## config.mk

```make
export PLATFORM = sky130hd
export DESIGN_NAME = adc_spi_frame_crc_interface
export DESIGN_NICKNAME = d
export VERILOG_FILES = /design/src/verilog/adc_spi_pkg.sv /design/src/verilog/adc_spi_frame_crc_interface.sv
export SDC_FILE = /design/constraint.sdc
export NUM_CORES = 1
export LEC_CHECK = 0
export ABC_AREA = 1
export BUFFER_PORTS_ARGS = -buffer_cell sky130_fd_sc_hd__buf_4
export CELL_PAD_IN_SITES_DETAIL_PLACEMENT = 0
export CELL_PAD_IN_SITES_GLOBAL_PLACEMENT = 1
export CORE_AREA = 2 2 175 177
export CTS_CLUSTER_DIAMETER = 150
export DETAILED_ROUTE_END_ITERATION = 8
export DIE_AREA = 0 0 177 179
export PLACE_DENSITY = 0.79
export SLEW_MARGIN = 20
export SYNTH_ARGS = -nofsm -noshare
export SYNTH_HDL_FRONTEND = slang
export SYNTH_SLANG_ARGS = --single-unit
```

## constraint.sdc

```tcl
create_clock -name clk_sys -period 11.9 [get_ports clk_sys]
set_clock_uncertainty 0.1 [all_clocks]
set_input_delay 1.785 -clock clk_sys [delete_from_list [all_inputs] [get_ports clk_sys]]
set_output_delay 1.785 -clock clk_sys [all_outputs]
set_load 0.1 [all_outputs]
```

## src/verilog/adc_spi_pkg.sv

```systemverilog
// Purpose: shared constants and types of the converter serial frame interface
// Assumes: 50 MHz system clock, four channels, 16 meaningful bits per word
// Notes: control and status words sit on a small Avalon-MM register port
package adc_spi_pkg;
	// register byte offsets
	localparam logic [3:0] REG_CTRL_ADDR = 4'h0;
	localparam logic [3:0] REG_STAT_ADDR = 4'h4;
	// control field positions (match cfg_t packing)
	localparam int CTRL_WLEN_LSB = 0;
	localparam int CTRL_OD_BIT = 2;
	localparam int CTRL_CRC_EN_BIT = 3;
	localparam int CTRL_CRC_TYPE_BIT = 4;
	localparam int CTRL_TMO_BIT = 5;
	localparam int CFG_W = 6;
	// status field positions
	localparam int STAT_FLAGS_LSB = 0;
	localparam int STAT_CRC_ERR_BIT = 4;
	localparam int STAT_PIN_BIT = 5;
	// word length codes
	localparam logic [1:0] WLEN_16 = 2'h0;
	localparam logic [1:0] WLEN_24 = 2'h1;
	localparam logic [1:0] WLEN_32 = 2'h2;
	// frame layout
	localparam int CHANNELS = 4;
	localparam int DATA_BITS = 16;
	localparam logic [7:0] FRAME_WORDS = 8'h06;
	localparam logic [7:0] CRC_WORD_IDX = 8'h05;
	// checksum
	localparam logic [15:0] CRC_SEED = 16'hFFFF;
	localparam logic [15:0] POLY_CCITT = 16'h1021;
	localparam logic [15:0] POLY_ANSI = 16'h8005;
	// commands and answers
	localparam logic [15:0] CMD_NULL = 16'h0000;
	localparam logic [15:0] CMD_RESET = 16'h0011;
	localparam logic [15:0] ACK_RESET = 16'hFF54;
	localparam logic [15:0] ACK_RESET_SHORT = 16'h0011;
	localparam logic [2:0] WRITE_OPCODE = 3'h3;
	// timing
	localparam int CLK_PERIOD_NS = 20;
	localparam int READY_PULSE_NS = 200;
	localparam int READY_PULSE_CYC = (READY_PULSE_NS + CLK_PERIOD_NS - 1) / CLK_PERIOD_NS;
	localparam int TIMEOUT_MCLK = 32768;

	typedef struct packed {
		logic timeout_en;
		logic crc_ansi;
		logic crc_in_en;
		logic ready_pin_open_drain_sel;
		logic [1:0] serial_word_length_sel;
	} cfg_t;

	localparam cfg_t CFG_RESET = '{1'b0, 1'b0, 1'b0, 1'b0, WLEN_24};

	typedef enum {RDY_IDLE, RDY_WAIT, RDY_PULSE} rdy_state_t;
endpackage

```

## src/verilog/adc_spi_frame_crc_interface.sv

```systemverilog
// Purpose: serial frame peripheral of a four channel converter with checksums
// Assumes: spi pins are asynchronous and oversampled by clk_sys
// Notes: settings and status reachable over Avalon-MM
// Notes on behaviour
// - ready pin falls each time a new result set completes
// - ready pin rises only after all four channel words shifted out
// - partial readout keeps ready pin low
// - unread data at next completion gives a minimum high pulse before falling
// - completion during a data readout suppresses the high pulse
// - open-drain select bit: 0 drives high, 1 only pulls low
// - two-bit field selects 16, 24 or 32 bit words, 24 after reset
// - 16 data bits sit at word top, lower bits zero
// - frame opens with command in, response to previous command out
// - six word frame: response, four channel words, checksum
// - multi-register frames are longer or shorter than six words
// - reset command acts only when its frame is complete
// - both checksums are 16 bits and cover padding bits
// - input check off at reset; mismatch drops command except register write
// - checksum error sets status flag, next response is status; cleared when sent
// - output checksum word always ends the output frame; here it is fixed at word CRC_WORD_IDX, so it ends six word frames only
// - one bit selects polynomial for both directions, seed all ones
// - optional timeout resets interface if frame exceeds limit
// - status word carries four channel done flags, answer to no-op
// - channel results are 16-bit two's complement, low bits zero
// - output changes on rising, input sampled on falling serial clock
// - chip select high resets interface and floats data output
//
// The implementer's own choices: the Avalon-MM slave port and the register addresses.
`timescale 1ns/1ns
module adc_spi_frame_crc_interface import adc_spi_pkg::*; #(
	parameter int TIMEOUT_CYCLES = TIMEOUT_MCLK,
	parameter int READY_PULSE_CYCLES = READY_PULSE_CYC
) (
	input wire logic clk_sys,
	input wire logic rst,
	input wire logic [3:0] avs_address,
	input wire logic avs_read,
	input wire logic avs_write,
	input wire logic [31:0] avs_writedata,
	output logic [31:0] avs_readdata,
	output logic avs_waitrequest,
	input wire logic sclk,
	input wire logic cs_n,
	input wire logic din,
	output logic dout,
	output logic dout_oe,
	output logic conversion_ready_n,
	output logic conversion_ready_oe,
	input wire logic conv_done,
	input wire logic [CHANNELS-1:0][DATA_BITS-1:0] ch_data,
	output logic [15:0] cmd_word,
	output logic cmd_strobe,
	output logic dev_reset_req
);
	localparam int TW = $clog2(TIMEOUT_CYCLES + 1);
	localparam int PW = $clog2(READY_PULSE_CYCLES + 1);

	// pulse checker needs 8 to 47 high cycles
	if (TIMEOUT_CYCLES < 2 || READY_PULSE_CYCLES < 8 || READY_PULSE_CYCLES > 47) begin : g_chk
		$error("timeout or pulse count out of range");
	end

	cfg_t cfg_q;
	logic wait_q;
	logic [31:0] rdata_q;
	logic sclk_m, sclk_s, sclk_d, cs_m, cs_s, cs_d, din_m, din_s;
	logic rise, fall, cs_rise, active, ifr;
	logic [5:0] wl;
	logic [5:0] tx_pos_q, rx_pos_q;
	logic [7:0] tx_word_q, rx_word_q;
	logic [31:0] tx_sh_q;
	logic [15:0] rx_sh_q, tx_w16, crc_out_q, crc_in_q, crc_rx_q, cmd_q, poly, status_w;
	logic [15:0] resp_q, rx_w16;
	logic resp_status_q, crc_err_q, tx_bit, last_tx, last_rx, reading, rd_done;
	logic status_sent, crc_bad, dout_q, dout_oe_q, started_q;
	logic [TW-1:0] tmo_cnt_q;
	logic tmo_hit;
	logic [CHANNELS-1:0] flags_q, ch_clr;
	logic [CHANNELS-1:0][DATA_BITS-1:0] ch_q;
	rdy_state_t rdy_st_q;
	logic [PW-1:0] pcnt_q;
	logic ready_n_q, ready_oe_q, dev_reset_q, cmd_strobe_q;
	logic [15:0] cmd_word_q;

	function automatic logic [5:0] word_bits(input logic [1:0] sel);
		case (sel)
			WLEN_16: word_bits = 6'd16;
			WLEN_32: word_bits = 6'd32;
			default: word_bits = 6'd24;
		endcase
	endfunction

	function automatic logic [15:0] crc_step(input logic [15:0] c, input logic b,
		input logic [15:0] p);
		crc_step = {c[14:0], 1'b0} ^ ((c[15] ^ b) ? p : 16'h0000);
	endfunction

	// register port: one wait cycle, then the answer
	always_ff @(posedge clk_sys or posedge rst) begin
		if (rst) begin
			wait_q <= 1'b1;
			rdata_q <= 32'h0000_0000;
			cfg_q <= CFG_RESET;
		end else begin
			if ((avs_read || avs_write) && wait_q) begin
				wait_q <= 1'b0;
				case (avs_address)
					REG_CTRL_ADDR: rdata_q <= {26'h0, cfg_q};
					REG_STAT_ADDR: rdata_q <= {26'h0, ready_n_q, crc_err_q, flags_q};
					default: rdata_q <= 32'h0000_0000;
				endcase
			end else begin
				wait_q <= 1'b1;
			end
			if (dev_reset_q) begin
				cfg_q <= CFG_RESET;
			end else if (avs_write && !wait_q && avs_address == REG_CTRL_ADDR) begin
				cfg_q <= cfg_t'(avs_writedata[CFG_W-1:0]);
			end
		end
	end

	// pin synchronisers
	always_ff @(posedge clk_sys or posedge rst) begin
		if (rst) begin
			{sclk_m, sclk_s, sclk_d} <= 3'h0;
			{cs_m, cs_s, cs_d} <= 3'h7;
			{din_m, din_s} <= 2'h0;
		end else begin
			{sclk_m, sclk_s, sclk_d} <= {sclk, sclk_m, sclk_s};
			{cs_m, cs_s, cs_d} <= {cs_n, cs_m, cs_s};
			{din_m, din_s} <= {din, din_m};
		end
	end

	assign active = !cs_s;
	assign rise = active && sclk_s && !sclk_d;
	assign fall = active && !sclk_s && sclk_d;
	assign cs_rise = cs_s && !cs_d;
	assign tmo_hit = tmo_cnt_q == TW'(TIMEOUT_CYCLES - 1);
	assign ifr = cs_s || tmo_hit;
	assign wl = word_bits(cfg_q.serial_word_length_sel);
	assign last_tx = tx_pos_q == wl - 6'd1;
	assign last_rx = rx_pos_q == wl - 6'd1;
	assign poly = cfg_q.crc_ansi ? POLY_ANSI : POLY_CCITT;
	assign status_w = {11'h000, crc_err_q, flags_q};
	assign reading = active && tx_word_q >= 8'd1 && tx_word_q <= 8'd4;
	assign rd_done = rise && last_tx && tx_word_q == 8'd4;
	assign status_sent = rise && tx_pos_q == 6'd0 && tx_word_q == 8'd0 && resp_status_q;
	assign rx_w16 = {rx_sh_q[14:0], din_s};
	assign crc_bad = cfg_q.crc_in_en && (rx_word_q < 8'd2 || crc_rx_q != crc_in_q);

	// outgoing word selection
	always_comb begin
		case (tx_word_q)
			8'd0: tx_w16 = resp_status_q ? status_w : resp_q;
			8'd1: tx_w16 = ch_q[0];
			8'd2: tx_w16 = ch_q[1];
			8'd3: tx_w16 = ch_q[2];
			8'd4: tx_w16 = ch_q[3];
			CRC_WORD_IDX: tx_w16 = crc_out_q;
			default: tx_w16 = 16'h0000;
		endcase
	end

	assign tx_bit = (tx_pos_q == 6'd0) ? tx_w16[15] : tx_sh_q[31];

	// frame timeout
	always_ff @(posedge clk_sys or posedge rst) begin
		if (rst) begin
			started_q <= 1'b0;
			tmo_cnt_q <= '0;
		end else if (ifr) begin
			started_q <= 1'b0;
			tmo_cnt_q <= '0;
		end else begin
			if (rise || fall) begin
				started_q <= 1'b1;
			end
			if (started_q && cfg_q.timeout_en) begin
				tmo_cnt_q <= tmo_cnt_q + TW'(1);
			end else begin
				tmo_cnt_q <= '0;
			end
		end
	end

	// transmit on rising serial clock
	always_ff @(posedge clk_sys or posedge rst) begin
		if (rst) begin
			tx_pos_q <= 6'd0;
			tx_word_q <= 8'd0;
			tx_sh_q <= 32'h0000_0000;
			crc_out_q <= CRC_SEED;
			dout_q <= 1'b0;
		end else if (ifr) begin
			tx_pos_q <= 6'd0;
			tx_word_q <= 8'd0;
			crc_out_q <= CRC_SEED;
		end else if (rise) begin
			dout_q <= tx_bit;
			if (tx_pos_q == 6'd0) begin
				tx_sh_q <= {tx_w16[14:0], 17'h0_0000};
			end else begin
				tx_sh_q <= {tx_sh_q[30:0], 1'b0};
			end
			if (tx_word_q < CRC_WORD_IDX) begin
				crc_out_q <= crc_step(crc_out_q, tx_bit, poly);
			end
			if (last_tx) begin
				tx_pos_q <= 6'd0;
				if (tx_word_q != 8'hFF) begin
					tx_word_q <= tx_word_q + 8'd1;
				end
			end else begin
				tx_pos_q <= tx_pos_q + 6'd1;
			end
		end
	end

	// receive on falling serial clock
	always_ff @(posedge clk_sys or posedge rst) begin
		if (rst) begin
			rx_pos_q <= 6'd0;
			rx_word_q <= 8'd0;
			rx_sh_q <= 16'h0000;
			crc_in_q <= CRC_SEED;
			crc_rx_q <= 16'h0000;
			cmd_q <= CMD_NULL;
		end else if (ifr) begin
			rx_pos_q <= 6'd0;
			rx_word_q <= 8'd0;
			crc_in_q <= CRC_SEED;
		end else if (fall) begin
			rx_sh_q <= rx_w16;
			if (rx_word_q == 8'd0) begin
				crc_in_q <= crc_step(crc_in_q, din_s, poly);
			end
			if (rx_pos_q == 6'd15 && rx_word_q == 8'd0) begin
				cmd_q <= rx_w16;
			end
			if (rx_pos_q == 6'd15 && rx_word_q == 8'd1) begin
				crc_rx_q <= rx_w16;
			end
			if (last_rx) begin
				rx_pos_q <= 6'd0;
				if (rx_word_q != 8'hFF) begin
					rx_word_q <= rx_word_q + 8'd1;
				end
			end else begin
				rx_pos_q <= rx_pos_q + 6'd1;
			end
		end
	end

	// command execution at frame end
	always_ff @(posedge clk_sys or posedge rst) begin
		if (rst) begin
			resp_q <= CMD_NULL;
			resp_status_q <= 1'b1;
			dev_reset_q <= 1'b0;
			cmd_strobe_q <= 1'b0;
			cmd_word_q <= CMD_NULL;
		end else begin
			dev_reset_q <= 1'b0;
			cmd_strobe_q <= 1'b0;
			if (cs_rise) begin
				cmd_word_q <= cmd_q;
				resp_q <= cmd_q;
				resp_status_q <= 1'b0;
				if (rx_word_q == 8'd0) begin
					resp_status_q <= 1'b1;
				end else if (crc_bad) begin
					resp_status_q <= 1'b1;
					cmd_strobe_q <= cmd_q[15:13] == WRITE_OPCODE;
				end else if (cmd_q == CMD_RESET) begin
					if (rx_word_q >= FRAME_WORDS) begin
						resp_q <= ACK_RESET;
						dev_reset_q <= 1'b1;
					end else begin
						resp_q <= ACK_RESET_SHORT;
					end
				end else begin
					cmd_strobe_q <= 1'b1;
					resp_status_q <= cmd_q == CMD_NULL;
				end
			end
		end
	end

	// checksum error flag, set wins over clear
	always_ff @(posedge clk_sys or posedge rst) begin
		if (rst) begin
			crc_err_q <= 1'b0;
		end else if (cs_rise && rx_word_q != 8'd0 && crc_bad) begin
			crc_err_q <= 1'b1;
		end else if (status_sent) begin
			crc_err_q <= 1'b0;
		end
	end

	// per channel sample hold and done flags
	for (genvar i = 0; i < CHANNELS; i++) begin : g_ch
		assign ch_clr[i] = rise && last_tx && tx_word_q == 8'(i + 1);
		always_ff @(posedge clk_sys or posedge rst) begin
			if (rst) begin
				flags_q[i] <= 1'b0;
				ch_q[i] <= '0;
			end else if (conv_done) begin
				flags_q[i] <= 1'b1;
				ch_q[i] <= ch_data[i];
			end else if (ch_clr[i]) begin
				flags_q[i] <= 1'b0;
			end
		end
	end

	// ready pin state
	always_ff @(posedge clk_sys or posedge rst) begin
		if (rst) begin
			rdy_st_q <= RDY_IDLE;
			pcnt_q <= '0;
		end else if (conv_done) begin
			case (rdy_st_q)
				RDY_IDLE: rdy_st_q <= RDY_WAIT;
				RDY_WAIT: begin
					if (!reading) begin
						rdy_st_q <= RDY_PULSE;
						pcnt_q <= PW'(READY_PULSE_CYCLES - 1);
					end
				end
				default: begin
					rdy_st_q <= RDY_PULSE;
					pcnt_q <= PW'(READY_PULSE_CYCLES - 1);
				end
			endcase
		end else begin
			case (rdy_st_q)
				RDY_WAIT: begin
					if (rd_done) begin
						rdy_st_q <= RDY_IDLE;
					end
				end
				RDY_PULSE: begin
					if (pcnt_q == '0) begin
						rdy_st_q <= RDY_WAIT;
					end else begin
						pcnt_q <= pcnt_q - PW'(1);
					end
				end
				default: rdy_st_q <= RDY_IDLE;
			endcase
		end
	end

	// pin drivers
	always_ff @(posedge clk_sys or posedge rst) begin
		if (rst) begin
			ready_n_q <= 1'b1;
			ready_oe_q <= 1'b1;
			dout_oe_q <= 1'b0;
		end else begin
			ready_n_q <= rdy_st_q != RDY_WAIT;
			ready_oe_q <= !cfg_q.ready_pin_open_drain_sel || rdy_st_q == RDY_WAIT;
			dout_oe_q <= active;
		end
	end

	assign avs_readdata = rdata_q;
	assign avs_waitrequest = wait_q;
	assign dout = dout_q;
	assign dout_oe = dout_oe_q;
	assign conversion_ready_n = ready_n_q;
	assign conversion_ready_oe = ready_oe_q;
	assign cmd_word = cmd_word_q;
	assign cmd_strobe = cmd_strobe_q;
	assign dev_reset_req = dev_reset_q;
endmodule

```

==> impl_metrics.yaml <==
setup_path:
  max_stage_delay_ns: 0.68
  cp-start-kind: "primary input"
  worst_setup_path_end_kind: "flip-flop"
  critPathRequiredTime_ns: 12.27
  cp_max_fo: 112
  cp_slowest_cell: "buf_4"
  critical_path_class: "in -> reg"
  worstPathCellList: "buf_4 > inv_2 > nor3_1 > o211ai_2 > nand2_1 > inv_2 > nand2_1 > o22ai_1 > a21oi_1"
  critPathArrivalTime_ns: 3.92
drt:
  detail-route-antenna-nets: 0
  wl_mm: 30.6
  wl_per_cell_um: 15.3
  drc_errors: 0
  drtIter0Drc: 708
  vias: 9956
  avgViaCountPerCell: 4.98
  drt-pass1-iter-count: 5
floorplanning:
  placementRows: 64
  die_h_um: 179
  die_w_um: 177
  num_io_pins: 163
  start_util_pct: 43.2
  core_um2: 30000
  dieArea_um2: 31700
min_path:
  hp-class: "reg -> reg"
sta:
  tightest_slew_ns: 1.01
  fmax_ghz: 0.282
  setup_viol: 0
  layout_min_cycle_time_ns: 3.55
  rsz0062_at_grt: "false"
  min_period_over_period_pct: 29.8
  slew_headroom_pct: 33.0
  hold_viol_final: 0
  tns_ns: 0
  slew_violations: 0
synthesis:
  yosys-top-cells-count: "nand2_1, dfrtp_1, o21ai_0"
  ys_warn_count: 0
  synth_edf_count: 0
  synthSimpleGateAreaFrac_pct: 19.5
  syn_avg_cell_area_um2: 8.70
  yosysUniqueCellTypes: 54
  synth-xor-area-share_pct: 2.77
  yosys.cell_count.top_type: "nand2_1"
  yosysTopAreaCell: "dfrtp_1"
  yosys-top-cells-area: "dfrtp_1, nand2_1, dfstp_2, o21ai_0, inv_1"
  synth_top_family_by_area: "simple AND/OR/NAND/NOR gates"
  synth_top_area_share_pct: 45.2
  synth_flop_cell: "dfrtp_1"
  ys_seq_area_share_pct: 53.3
  synthMuxAreaShare_pct: 0.521
  synthCells: 1491
  synth.cell_area_um2: 13000
  synthAdderAreaFrac_pct: 1.35
  synth_compound_area_share_pct: 13.4
  synthArstFlopShare_pct: 100
  ys_ff_latch: 274
flow_run:
  timing.max_cap.violations: 0
cts:
  cts.clk_slew.worst_paths_ns: 0.06
  cts_hold_buffers: 0
  cts.path.max_buffers: 3
  h-tree-depth: 1
  cts_made_buffers: 30
  post_cts_buffers: 0
  cts_tree: "built"
  clockRootBuffer: "clkbuf_16"
  cts-resized-gates: 0
  cts_num_sinks: 274
  clkLatencyLatePin_ns: 0.56
global_routing:
  antenna_found_initial: 0
  grt_pass1_vias: 9648
  grt_pass1_wl_mm: 50.2
  grt_max_degree: 137
  grt-ovfl-total: 0
  grtUsageTotal_pct: 19.6
place:
  dp_hpwl_mm: 21.3
  portBuffers: 110
  routabilityCongestion: 0.814
  placedCellCount: 1945
finish:
  final_cells: 2001
  post_route_cells_drive_above_1_share_pct: 17.1
  antenna_cells: 0
  area_growth_syn_to_layout_pct: 14.9
  nNetsFinal: 1703
pwr:
  power_density_nw_per_um2: 154
  peakVddDrop_mv: 0.105
  power.leakage_uw: 0.00716
  power_uw: 2300
status:
  outcome: "completed"
## per-layer routing
| layer | vias to the layer above | wire length (µm) | GRT usage [%] |
|---|---|---|---|
| li1 | 4953 | - | - |
| met1 | 4759 | 14300 | 27.8 |
| met2 | 207 | 14200 | 32.4 |
| met3 | 37 | 1550 | 2.48 |
| met4 | 0 | 469 | 3.96 |
| met5 | - | 0 | 0 |
## flip-flops by register name, summed over array words and instances, names as in the netlist, 2 cells and up
name          cells
rx_word_q         8
tx_sh_q          15
resp_q           16
ch_q             64
tx_word_q         8
rx_pos_q          6
cmd_word         16
pcnt_q            4
cmd_q            16
crc_out_q        16
tmo_cnt_q        16
crc_in_q         16
rdy_st_q          2
cfg_q             6
flags_q           4
rx_sh_q          15
tx_pos_q          6
avs_readdata      6
crc_rx_q         16
## critical path: cells and delay by family
kind,cells,cell delay (ns)
buffers and inverters,3,1.23
AOI/OAI and AO/OA,3,0.36
and+or+nand+nor,3,0.54
## path summary, 6_finish.rpt
check	depth (start not counted)	slack, ns	start	endpoint
min in group asynchronous	2	1.29	rst	tmo_cnt_q[2]
max reg2reg	11	8.61	tmo_cnt_q[0]	cmd_q[13]
min	0	0.25	sclk_m	sclk_s
min reg2reg	0	0.25	sclk_m	sclk_s
max in group asynchronous	3	8.86	rst	ch_q[9]
max	9	8.35	conv_done	pcnt_q[2]
## placed cells by master, fill, tap and decap left out, types with 17 or more instances in the layout
cell	synthesis	final
a21oi_1	33	33
buf_4	33	115
clkbuf_16	0	30
conb_1	1	26
dfrtp_1	234	234
dfstp_2	40	40
inv_1	175	173
nand2_1	352	352
nand3_1	53	53
nand4_1	17	17
nor2_1	67	67
nor3_1	19	18
o21ai_0	196	196
o22ai_1	35	35
xor2_1	26	26
## kinds of logic (layout without fill, tap and decap cells)
| group | count (synthesis) | in the layout |
|---|---|---|
| simple gates | 569 | 569 |
| compound gates | 316 | 316 |
| flops | 274 | 274 |
| buf+inv | 270 | 359 |
| xor+xnor | 41 | 41 |
| fa+ha+maj | 14 | 14 |
| mux | 6 | 6 |
| other cells | 1 | 26 |
## through the flow
| stage | worst slack, ns | util [%] | hold WS (ns) | cell area (µm²) |
|---|---|---|---|---|
| floorplan | 2.53 | - | 0.231 | 13100 |
| global placement | 7.80 | 46.4 | 0.236 | 13900 |
| detailed placement | 7.77 | 46.4 | 0.236 | 13900 |
| CTS | 8.34 | 49.6 | 0.249 | 14900 |
| global route | 7.99 | 49.6 | 0.256 | 14900 |
| finish | 8.35 | 49.6 | 0.246 | 14900 |
## cell type report
type | count | area, µm²
inverters | 188 | 717
repair buffers | 115 | 863
fillers | 2898 | 15100
multi-input cells | 972 | 4960
well taps | 396 | 495
clock inverters | 20 | 149
flip-flops and latches | 274 | 6910
clock buffers | 36 | 803
## power by group
| part | switching [µW] | internal, µW |
|---|---|---|
| Sequential | 40.1 | 1010 |
| Combinational | 255 | 99.8 |
| Clock | 388 | 504 |
| Total | 683 | 1620 |
Power figures use the tool's default switching activity.
